`src/rtl/gp_timer_pkg.sv`:
```
/*
  Constants for the 16-bit gated, prescaled timer: register indices, control field
  positions, interrupt bit positions, reset values and prescaler divides.
  Assumes: byte address on the APB bus is four times the register index.
*/
package gp_timer_pkg;

  // ==========================================================================
  // register indices (byte address = index * 4)
  localparam logic [15:0] COUNT_IDX = 16'h0100;
  localparam logic [15:0] PERIOD_IDX = 16'h0102;
  localparam logic [15:0] CONTROL_IDX = 16'h0104;
  localparam logic [15:0] IRQ_STATUS_IDX = 16'h0106;
  localparam logic [15:0] IRQ_MASK_IDX = 16'h0108;
  localparam int ADDR_W = 18;

  // ==========================================================================
  // control register fields
  localparam int TIMER_ON_BIT = 15;
  localparam int IDLE_HALT_BIT = 13;
  localparam int GATE_ACC_BIT = 6;
  localparam int PRESCALE_LSB = 4;
  localparam int SYNC_SEL_BIT = 2;
  localparam int SRC_SEL_BIT = 1;
  localparam logic [15:0] CONTROL_MASK = 16'hA076;

  // ==========================================================================
  // interrupt status and mask bits
  localparam int IRQ_W = 2;
  localparam int IRQ_MATCH_BIT = 0;
  localparam int IRQ_GATE_BIT = 1;

  // ==========================================================================
  // reset values
  localparam logic [15:0] COUNT_RST = 16'h0000;
  localparam logic [15:0] PERIOD_RST = 16'hFFFF;
  localparam logic [15:0] CONTROL_RST = 16'h0000;

  // ==========================================================================
  // prescaler terminal counts for divide by 1, 8, 64 and 256
  localparam logic [7:0] DIV1_LAST = 8'h00;
  localparam logic [7:0] DIV8_LAST = 8'h07;
  localparam logic [7:0] DIV64_LAST = 8'h3F;
  localparam logic [7:0] DIV256_LAST = 8'hFF;

  typedef enum logic [1:0] {
    BUS_IDLE = 2'b01,
    BUS_ACK = 2'b10
  } bus_state_t;

endpackage

```
`src/rtl/gp_timer16.sv`:
```
/*
  16-bit general purpose timer/counter with period register, gate accumulation,
  four-step prescaler, Idle/Sleep behaviour and an APB register interface.
  Assumes: one 200 MHz clock, one CLK cycle is one instruction cycle, CPU_IDLE and
  CPU_SLEEP come from logic on CLK, the external clock/gate pin is asynchronous.
*/
// Added by the designer: the register addresses and the APB interface to the registers.
// Behaviour
// - internal mode counts cycles, wraps at period
// - idle halts counting when idle halt set
// - sync mode counts synchronised external rising edges
// - async mode counts the same synchronised external rising edges
// - async mode also halts in idle
// - gate mode counts cycles while pin high
// - prescaler divides by 1, 8, 64, 256
// - prescaler cleared by count/control write, reset
// - prescaler clear needs timer switched on
// - control write keeps count; count write sets
// - sleep counting only when on, external, async
// - interrupt on match and gate falling edge
// - flag set by hardware, cleared by software
`timescale 1ns/10ps
module gp_timer16 (
  input wire logic CLK,
  input wire logic RST,
  input wire logic PSEL,
  input wire logic PENABLE,
  input wire logic PWRITE,
  input wire logic [gp_timer_pkg::ADDR_W-1:0] PADDR,
  input wire logic [31:0] PWDATA,
  output logic [31:0] PRDATA,
  output logic PREADY,
  output logic PSLVERR,
  input wire logic CPU_IDLE,
  input wire logic CPU_SLEEP,
  input wire logic GATE_CLOCK_PIN,
  output logic IRQ
);

  // ==========================================================================
  // state
  gp_timer_pkg::bus_state_t bus_state_ff;
  logic [31:0] prdata_ff;
  logic pslverr_ff;
  logic [15:0] timer_count_reg_ff;
  logic [15:0] period_match_reg_ff;
  logic [15:0] timer_control_reg_ff;
  logic [gp_timer_pkg::IRQ_W-1:0] timer_irq_flag_ff;
  logic [gp_timer_pkg::IRQ_W-1:0] irq_mask_ff;
  logic irq_ff;
  logic [7:0] prescale_cnt_ff;
  logic pin_meta_ff;
  logic pin_sync_ff;
  logic pin_prev_ff;

  // ==========================================================================
  // bus decode
  logic [15:0] reg_idx;
  logic addr_ok;
  logic access_done;
  logic wr_count;
  logic wr_period;
  logic wr_control;
  logic wr_status;
  logic wr_mask;
  logic [31:0] nxt_prdata;

  assign reg_idx = PADDR[gp_timer_pkg::ADDR_W-1:2];
  assign addr_ok = (PADDR[1:0] == 2'h0) &&
    (reg_idx == gp_timer_pkg::COUNT_IDX || reg_idx == gp_timer_pkg::PERIOD_IDX ||
     reg_idx == gp_timer_pkg::CONTROL_IDX || reg_idx == gp_timer_pkg::IRQ_STATUS_IDX ||
     reg_idx == gp_timer_pkg::IRQ_MASK_IDX);
  assign access_done = (bus_state_ff == gp_timer_pkg::BUS_ACK) && PSEL && PENABLE;
  assign wr_count = access_done && PWRITE && addr_ok && (reg_idx == gp_timer_pkg::COUNT_IDX);
  assign wr_period = access_done && PWRITE && addr_ok && (reg_idx == gp_timer_pkg::PERIOD_IDX);
  assign wr_control = access_done && PWRITE && addr_ok && (reg_idx == gp_timer_pkg::CONTROL_IDX);
  assign wr_status = access_done && PWRITE && addr_ok && (reg_idx == gp_timer_pkg::IRQ_STATUS_IDX);
  assign wr_mask = access_done && PWRITE && addr_ok && (reg_idx == gp_timer_pkg::IRQ_MASK_IDX);

  always_comb begin
    nxt_prdata = 32'h0000_0000;
    if (addr_ok && !PWRITE) begin
      case (reg_idx)
        gp_timer_pkg::COUNT_IDX: nxt_prdata = {16'h0000, timer_count_reg_ff};
        gp_timer_pkg::PERIOD_IDX: nxt_prdata = {16'h0000, period_match_reg_ff};
        gp_timer_pkg::CONTROL_IDX: nxt_prdata = {16'h0000, timer_control_reg_ff};
        gp_timer_pkg::IRQ_STATUS_IDX: nxt_prdata = {30'h0000_0000, timer_irq_flag_ff};
        gp_timer_pkg::IRQ_MASK_IDX: nxt_prdata = {30'h0000_0000, irq_mask_ff};
        default: nxt_prdata = 32'h0000_0000;
      endcase
    end
  end

  // ==========================================================================
  // apb handshake: one wait cycle, answer registered
  always_ff @(posedge CLK) begin
    if (RST) begin
      bus_state_ff <= gp_timer_pkg::BUS_IDLE;
      prdata_ff <= 32'h0000_0000;
      pslverr_ff <= 1'b0;
    end else begin
      case (bus_state_ff)
        gp_timer_pkg::BUS_IDLE: begin
          if (PSEL && PENABLE) begin
            bus_state_ff <= gp_timer_pkg::BUS_ACK;
            prdata_ff <= nxt_prdata;
            pslverr_ff <= !addr_ok;
          end
        end
        gp_timer_pkg::BUS_ACK: begin
          bus_state_ff <= gp_timer_pkg::BUS_IDLE;
          pslverr_ff <= 1'b0;
        end
        default: bus_state_ff <= gp_timer_pkg::BUS_IDLE;
      endcase
    end
  end

  assign PRDATA = prdata_ff;
  assign PREADY = (bus_state_ff == gp_timer_pkg::BUS_ACK);
  assign PSLVERR = pslverr_ff;

  // ==========================================================================
  // control fields
  logic timer_on;
  logic idle_halt_select;
  logic gate_accumulate_enable;
  logic external_sync_select;
  logic clock_source_select;
  logic [1:0] prescale_select;

  assign timer_on = timer_control_reg_ff[gp_timer_pkg::TIMER_ON_BIT];
  assign idle_halt_select = timer_control_reg_ff[gp_timer_pkg::IDLE_HALT_BIT];
  assign gate_accumulate_enable = timer_control_reg_ff[gp_timer_pkg::GATE_ACC_BIT];
  assign external_sync_select = timer_control_reg_ff[gp_timer_pkg::SYNC_SEL_BIT];
  assign clock_source_select = timer_control_reg_ff[gp_timer_pkg::SRC_SEL_BIT];
  assign prescale_select = timer_control_reg_ff[gp_timer_pkg::PRESCALE_LSB +: 2];

  always_ff @(posedge CLK) begin
    if (RST) begin
      timer_control_reg_ff <= gp_timer_pkg::CONTROL_RST;
      period_match_reg_ff <= gp_timer_pkg::PERIOD_RST;
      irq_mask_ff <= '0;
    end else begin
      if (wr_control) begin
        timer_control_reg_ff <= PWDATA[15:0] & gp_timer_pkg::CONTROL_MASK;
      end
      if (wr_period) begin
        period_match_reg_ff <= PWDATA[15:0];
      end
      if (wr_mask) begin
        irq_mask_ff <= PWDATA[gp_timer_pkg::IRQ_W-1:0];
      end
    end
  end

  // ==========================================================================
  // external clock / gate pin synchroniser
  always_ff @(posedge CLK) begin
    if (RST) begin
      pin_meta_ff <= 1'b0;
      pin_sync_ff <= 1'b0;
      pin_prev_ff <= 1'b0;
    end else begin
      pin_meta_ff <= GATE_CLOCK_PIN;
      pin_sync_ff <= pin_meta_ff;
      pin_prev_ff <= pin_sync_ff;
    end
  end

  logic pin_rise;
  logic pin_fall;
  assign pin_rise = pin_sync_ff && !pin_prev_ff;
  assign pin_fall = !pin_sync_ff && pin_prev_ff;

  // ==========================================================================
  // run conditions and raw input clock
  logic run_ok;
  logic raw_tick;
  logic sleep_ok;

  // sleep keeps only the asynchronous external counter alive
  assign sleep_ok = !CPU_SLEEP || (clock_source_select && !external_sync_select);
  assign run_ok = timer_on && sleep_ok && !(CPU_IDLE && idle_halt_select);

  always_comb begin
    raw_tick = 1'b0;
    if (clock_source_select) begin
      // sync and async both use the pin edge; single clock forces sampling
      raw_tick = pin_rise;
    end else if (gate_accumulate_enable) begin
      raw_tick = pin_sync_ff;
    end else begin
      raw_tick = 1'b1;
    end
  end

  // ==========================================================================
  // prescaler
  logic [7:0] prescale_last;
  logic prescale_tick;
  logic prescale_clear;

  always_comb begin
    case (prescale_select)
      2'h0: prescale_last = gp_timer_pkg::DIV1_LAST;
      2'h1: prescale_last = gp_timer_pkg::DIV8_LAST;
      2'h2: prescale_last = gp_timer_pkg::DIV64_LAST;
      default: prescale_last = gp_timer_pkg::DIV256_LAST;
    endcase
  end

  // prescaler clock halts while off, so no clear then
  assign prescale_clear = (wr_count || wr_control) && timer_on;
  assign prescale_tick = run_ok && raw_tick && (prescale_cnt_ff >= prescale_last);

  always_ff @(posedge CLK) begin
    if (RST) begin
      prescale_cnt_ff <= 8'h00;
    end else if (prescale_clear) begin
      prescale_cnt_ff <= 8'h00;
    end else if (run_ok && raw_tick) begin
      if (prescale_cnt_ff >= prescale_last) begin
        prescale_cnt_ff <= 8'h00;
      end else begin
        prescale_cnt_ff <= prescale_cnt_ff + 8'h01;
      end
    end
  end

  // ==========================================================================
  // counter
  logic period_hit;
  assign period_hit = prescale_tick && (timer_count_reg_ff == period_match_reg_ff);

  always_ff @(posedge CLK) begin
    if (RST) begin
      timer_count_reg_ff <= gp_timer_pkg::COUNT_RST;
    end else if (wr_count) begin
      // control writes never touch the count
      timer_count_reg_ff <= PWDATA[15:0];
    end else if (period_hit) begin
      timer_count_reg_ff <= 16'h0000;
    end else if (prescale_tick) begin
      timer_count_reg_ff <= timer_count_reg_ff + 16'h0001;
    end
  end

  // ==========================================================================
  // interrupt flags: set wins over write-one-to-clear
  logic [gp_timer_pkg::IRQ_W-1:0] irq_set;
  logic [gp_timer_pkg::IRQ_W-1:0] irq_clr;
  logic gate_end;

  assign gate_end = timer_on && gate_accumulate_enable && !clock_source_select && pin_fall;
  assign irq_set[gp_timer_pkg::IRQ_MATCH_BIT] = period_hit;
  assign irq_set[gp_timer_pkg::IRQ_GATE_BIT] = gate_end;
  assign irq_clr = wr_status ? PWDATA[gp_timer_pkg::IRQ_W-1:0] : '0;

  always_ff @(posedge CLK) begin
    if (RST) begin
      timer_irq_flag_ff <= '0;
      irq_ff <= 1'b0;
    end else begin
      timer_irq_flag_ff <= (timer_irq_flag_ff & ~irq_clr) | irq_set;
      irq_ff <= |(((timer_irq_flag_ff & ~irq_clr) | irq_set) & irq_mask_ff);
    end
  end

  assign IRQ = irq_ff;

endmodule // gp_timer16

```
`config.mk`:
```
export PLATFORM = sky130hd
export DESIGN_NAME = gp_timer16
export DESIGN_NICKNAME = d
export VERILOG_FILES = /design/src/rtl/gp_timer_pkg.sv /design/src/rtl/gp_timer16.sv
export SDC_FILE = /design/constraint.sdc
export NUM_CORES = 1
export LEC_CHECK = 0
export CORE_ASPECT_RATIO = 0.75
export CORE_MARGIN = 5
export CORE_UTILIZATION = 65
export CTS_CLUSTER_DIAMETER = 50
export CTS_CLUSTER_SIZE = 8
export DETAILED_ROUTE_END_ITERATION = 10
export DONT_BUFFER_PORTS = 1
export MAX_ROUTING_LAYER = met4
export PLACE_DENSITY = 0.86
export SYNTH_ARGS = -nofsm -noshare
export SYNTH_HDL_FRONTEND = slang
export SYNTH_SLANG_ARGS = --single-unit
```
`constraint.sdc`:
```
create_clock -name CLK -period 5.3 [get_ports CLK]
set_input_delay 0.265 -clock CLK [delete_from_list [all_inputs] [get_ports CLK]]
set_output_delay 0.265 -clock CLK [all_outputs]
set_load 0.01 [all_outputs]
```
# --- Yosys cells after proc, flatten, opt, wreduce, memory -nomap -nowiden ---
# Cells that the tools add are included.
totals:
  regBits: 90
  inputBits: 58
  out_inout_bits: 35
  elab_cells: 92
classes:
  add_sub_neg: 2
  magnitude_cmp: 1
  n_eq_ne: 11
  n_mux: 12
  bitwise: 5
  n_reduce_logical: 48
ops:
  columns: ["op", "n"]
  rows:
  - ["== test 16 x 9 -> 1 bit, second input constant", 5]
  - ["one-hot mux 16 bit (5 select lines)", 1]
  - ["two-way mux 16 bit", 3]
  - ["two-way mux 32 bit", 1]
  - ["logical AND 1 bit", 25]
  - ["one-hot mux 8 bit (3 select lines)", 1]
  - ["adder 16 x 1 -> 16 bit, second input constant", 1]
  - ["== test 16 bit", 1]
  - ["adder 8 x 1 -> 8 bit, second input constant", 1]
  - ["greater-or-equal comparator 8 bit", 1]
  - ["zero test 1 bit", 8]
  - ["two-way mux 8 bit", 1]
  - ["logical OR 1 bit", 6]
  - ["OR reduction 2 bit", 3]
  - ["bitwise AND 2 bit", 2]
  - ["== test 2 x 1 -> 1 bit, second input constant", 2]
  - ["== test 2 bit, second input constant", 2]
  - ["zero test 2 bit", 2]
  - ["AND reduction 2 bit", 2]
  - ["two-way mux 1 bit", 3]
  - ["nonzero test 3 bit", 1]
  - ["two-way mux 2 bit", 1]
  - ["!= test 2 bit, second input constant", 1]
  - ["inverter 2 bit", 1]
  - ["other kinds (4)", 4]

# --- Depth between registers and ports, before layout ---
depth:
  depth_word: 14
  depth_mapped: 11

# --- Worst setup path after synthesis ---
# OpenSTA, ideal clock, no wires.
synth_timing:
  path_kind: "register to register"
  start: "register timer_control_reg_ff[4]"
  end: "register timer_count_reg_ff[2]"
  setup_time_ns: 0.120
  arrival_time_ns: 2.241
  required_ns: 5.180
  slack_ns: 2.939
  path_stages_with_launch: 11
  n_path_buf: 1
  synth_period_minus_slack_ns: 2.361
  cell_sequence: "dfxtp_1 or2_2 inv_1 ha_1 a211o_1 a31oi_1 o221ai_1 and3b_1 buf_6 and3b_1 o31a_1"
synth_via:
  elab_chain_cells: 7
  elab_cells_between_ends: 10
  classes_between: "order compare: 1; eq/ne: 2; mux: 3; reduce/logical: 4"
synth_rtl:
  columns: ["item", "line", "source"]
  rows:
  - ["from (decl)", "gp_timer16.sv:47", "logic [15:0] timer_control_reg_ff;"]
  - ["from (signal assigned)", "gp_timer16.sv:141", "timer_control_reg_ff <= gp_timer_pkg::CONTROL_RST;"]
  - ["from (signal assigned)", "gp_timer16.sv:146", "timer_control_reg_ff <= PWDATA[15:0] & gp_timer_pkg::CONTROL_MASK;"]
  - ["== test 2 bit, or another cell as far along", "gp_timer16.sv:205", "case (prescale_select)"]
  - ["one-hot mux 8 bit (3 select lines) (*)", "gp_timer16.sv:205", null]
  - ["greater-or-equal comparator 8 bit (*)", "gp_timer16.sv:215", "assign prescale_tick = run_ok && raw_tick && (prescale_cnt_ff >= prescale_last);"]
  - ["logical AND 1 bit (*)", "gp_timer16.sv:215", null]
  - ["logical AND 1 bit", "gp_timer16.sv:234", "assign period_hit = prescale_tick && (timer_count_reg_ff == period_match_reg_ff);"]
  - ["two-way mux 16 bit", "gp_timer16.sv:242", "end else if (period_hit) begin"]
  - ["two-way mux 16 bit", "gp_timer16.sv:239", "end else if (wr_count) begin"]
  - ["to (signal assigned)", "gp_timer16.sv:238", "timer_count_reg_ff <= gp_timer_pkg::COUNT_RST;"]
  - ["to (signal assigned)", "gp_timer16.sv:241", "timer_count_reg_ff <= PWDATA[15:0];"]
  - ["to (signal assigned)", "gp_timer16.sv:245", "timer_count_reg_ff <= timer_count_reg_ff + 16'h0001;"]
  - ["to (decl)", "gp_timer16.sv:45", "logic [15:0] timer_count_reg_ff;"]
# Every way passes the cells marked *; elsewhere a longest branch is shown, timed or not.
# A chain may end at the register's enable or synchronous reset.

# --- Worst setup path after layout ---
layout_timing:
  start: "register timer_control_reg_ff[4]"
  end: "register prescale_cnt_ff[6]"
layout_via:
  elab_chain_cells: 4
  elab_cells_between_ends: 6
  classes_between: "order compare: 1; eq/ne: 2; mux: 2; reduce/logical: 1"
layout_rtl:
  columns: ["item", "line", "source"]
  rows:
  - ["== test 2 bit, or another cell as far along", "gp_timer16.sv:205", null]
  - ["one-hot mux 8 bit (3 select lines) (*)", "gp_timer16.sv:205", null]
  - ["greater-or-equal comparator 8 bit (*)", "gp_timer16.sv:223", "if (prescale_cnt_ff >= prescale_last) begin"]
  - ["two-way mux 8 bit (*)", "gp_timer16.sv:223", null]
  - ["to (signal assigned)", "gp_timer16.sv:226", "prescale_cnt_ff <= prescale_cnt_ff + 8'h01;"]
  - ["to (decl)", "gp_timer16.sv:51", "logic [7:0] prescale_cnt_ff;"]
# Marks and branches as above.

==> out/qor.tcl <==
set qor(outcome) {completed}
set qor(finalMaxSlewViolations) 0
set qor(criticalPathCategory) {reg -> reg}
set qor(place.detailed.instances) 531
set qor(skew_pair_late_insertion_delay_ns) 0.36
set qor(core_region_area_um2) 6190
set qor(hold_viol_final) 0
set qor(numClockSinks) 74
set qor(post_synth_main_area_contributors) {dfxtp_1, mux2i_1, nor2_1}
set qor(critical-path-max-stage-delay_ns) 0.56
set qor(routed_wl_um) 10000
set qor(synth_sequential_area_ratio) 0.363
set qor(post-dp-hpwl_um) 6800
set qor(instances_no_fill) 550
set qor(max_slew.worst_pin.slew_ns) 1.19
set qor(rows) 25
set qor(ctsHtreeMaxLevel) 3
set qor(initial_utilization) 0.659
set qor(antenna_violations_before_repair) 0
set qor(grt_first_pass_wirelength_um) 16500
set qor(total_grt_overflow) 0
set qor(via_count) 3515
set qor(preCtsSetupSlack_ns) 2.45
set qor(postCtsSetupRepairBufs) 0
set qor(mostFrequentLayoutCell) {dfxtp_1}
set qor(cts_buffer_depth) 2
set qor(via_per_inst) 6.39
set qor(endpoint_kind) {flop}
set qor(synth_cell_types) 58
set qor(worst-endpoint-arrival_ns) 3.23
set qor(n_antenna_cell) 0
set qor(grt_setup_unrepaired) {no}
set qor(final_cell_mix) {dfxtp_1, nor2_1, nand2_1, mux2i_1, o21ai_0}
set qor(dieWidth_um) 101
set qor(clkSlewWorstSetupHoldPaths_ns) 0.08
set qor(worst_slew_margin_rel) 0.207
set qor(ys.flop_type) {dfxtp_1}
set qor(worstPathCellList) {or2_2 -> inv_1 -> ha_1 -> a211o_1 -> a31oi_1 -> o221ai_1 -> nand2_1 -> nand3b_1 -> nor2_1}
set qor(tritoncts.num_buffers) 9
set qor(clock-root-buffer) {clkbuf_8}
set qor(syn_area_per_cell_um2) 8.55
set qor(io_buffers) 0
set qor(setup_violations) 0
set qor(areaGrowthSynthToFinish_pct) 3.74
set qor(synth-async-reset-ratio) 0
set qor(critical_path_peak_fanout) 17
set qor(detail_route.iter0.violations) 367
set qor(route.antenna.remaining_nets) 0
set qor(gpl.final_weighted_congestion) 0.867
set qor(final.min_clock_period_ns) 2.94
set qor(detail_route.wl_per_cell_um) 18.2
set qor(post_synth_instance_area_um2) 4080
set qor(startpoint_type) {flop}
set qor(critPathRequiredTime_ns) 5.59
set qor(post_layout_nets) 532
set qor(layout-drive-gt1-share) 0.0682
set qor(dieHeight_um) 78.6
set qor(fmax_mhz) 340
set qor(synth_seq_cells) 74
set qor(min_period_over_period) 0.555
set qor(cell_pwr_density_nw_per_um2) 250
set qor(hold_path_class) {in -> reg}
set qor(fp.dieArea_um2) 7980
set qor(drt_pre_antenna_iters) 5
set qor(synth_area_leader_cell) {dfxtp_1}
set qor(timing.critical_path.slowest_stage_cell) {nand2_1}
set qor(setup_total_negative_slack_ns) 0
set qor(netlist.area_leader.share) 0.363
set qor(count_of_pins_on_the_block_boundary) 93
set qor(drt_drc_violations_left) 0
set qor(worst_ir_drop_vdd_v) 0.000146
set qor(grt.total_usage) 0.268
set qor(edff_count_synth) 0
set qor(finClkSkew_ns) 0.0139
set qor(power.leakage_nw) 1.48
set qor(grt_pass1_vias) 3398
set qor(pin_count_of_the_biggest_net_entering_global_routing) 38
set qor(post_synth_inst_count) 477
set qor(ys_warn_count) 0
set qor(maxCapViolations) 0
set qor(tritoncts) {done}
set qor(layout_setup_ws_ns) 2.36
[worst max-delay path: cells and delay by family, from the launching register on]
| kind | cells | cell delay [ns] |
|---|---|---|
| simple gates | 4 | 1.44 |
| fa+ha+maj | 1 | 0.24 |
| compound gates | 3 | 0.73 |
| buf+inv | 1 | 0.08 |
| flops | 1 | 0.37 |
[synthesized netlist by cell type, types with 2 or more instances]
cell type,number
buf_6,3
o21ai_0,23
clkbuf_1,15
nor2_1,54
xnor2_1,19
dfxtp_1,74
a31oi_1,7
nor2b_1,19
nand3b_1,2
or3_1,2
nor4_2,2
and3_1,5
a211o_1,17
buf_4,20
or2_2,2
buf_2,6
nand2b_1,6
a21oi_1,21
nor4_1,5
mux2i_1,27
nor3_1,7
nor4_4,2
inv_1,10
xor2_1,8
and3b_1,2
nand2_1,37
ha_1,10
nand3_1,21
a211oi_1,11
nand4_1,12
[where the power goes]
part / internal, mW / switching (mW) / leakage (nW)
logic: 0.0143 / 0.0238 / 0.788
registers: 0.557 / 0.00139 / 0.597
clock network: 0.225 / 0.234 / 0.0988
total: 0.797 / 0.259 / 1.48
[path summary, 6_finish.rpt]
check,startpoint,cells after the start,end,slack [ns]
min reg2reg,pin_meta_ff$_SDFF_PP0_,1,pin_sync_ff$_SDFF_PP0_,0.45
max reg2reg,timer_control_reg_ff[4]$_SDFFE_PP0P_,9,prescale_cnt_ff[6]$_SDFFE_PP0P_,2.36
min,RST,1,period_match_reg_ff[1]$_SDFFE_PP1P_,0.01
max,timer_control_reg_ff[4]$_SDFFE_PP0P_,9,prescale_cnt_ff[6]$_SDFFE_PP0P_,2.36
[per-layer routing]
| metal | routed length (um) | GRT usage | part of all wire | up-vias |
|---|---|---|---|---|
| met5 | 0 | - | 0 | - |
| met4 | 242 | 0.0876 | 0.024 | 0 |
| met3 | 1010 | 0.0577 | 0.10 | 31 |
| met2 | 4610 | 0.421 | 0.46 | 199 |
| met1 | 4140 | 0.343 | 0.41 | 1655 |
| li1 | - | - | - | 1630 |
[cell families (layout without fill, tap and decap cells)]
group,after synthesis,count (layout),synth area share
mux,28,28,0.0718
other cells,1,16,0.000919
simple gates,191,191,0.253
buf+inv,55,32,0.0764
compound gates,91,91,0.147
fa+ha+maj,10,10,0.0307
flops,74,74,0.363
xor+xnor,27,27,0.0580
[flip-flops by register name (all words and copies together), names as in the netlist]
register              cells
IRQ                       1
PRDATA                   16
PSLVERR                   1
bus_state_ff              2
irq_mask_ff               2
period_match_reg_ff      16
pin_meta_ff               1
pin_prev_ff               1
pin_sync_ff               1
prescale_cnt_ff           8
timer_control_reg_ff      7
timer_count_reg_ff       16
timer_irq_flag_ff         2
[per-stage QoR]
stage	total power, mW	util	hold WS (ns)	area [um2]
after CTS	1.06	0.683	0.000154	4230
final	1.06	0.683	0.00952	4230
after global placement	0.599	0.644	0.340	3990
after detailed placement	0.600	0.644	0.341	3990
after floorplan	0.614	-	0.383	4140
after global routing	1.09	0.683	0.00552	4230
[cell type report]
class                           instances  area (um2)
Clock inverter                          7        82.6
Clock buffer                            9         124
Inverter                               10        37.5
Multi-Input combinational cell        363        2340
Fill cell                             491        1960
Sequential cell                        74        1480
Timing Repair Buffer                    6        62.6
Tap cell                               81         101
[what timing repair did]
item,4_1_cts,5_1_grt
setup endpoints to repair,0,0
hold buffers,3,0
gates resized for setup,0,0
endpoints found under the hold margin,37,0
(Power assumes the default switching activity.)
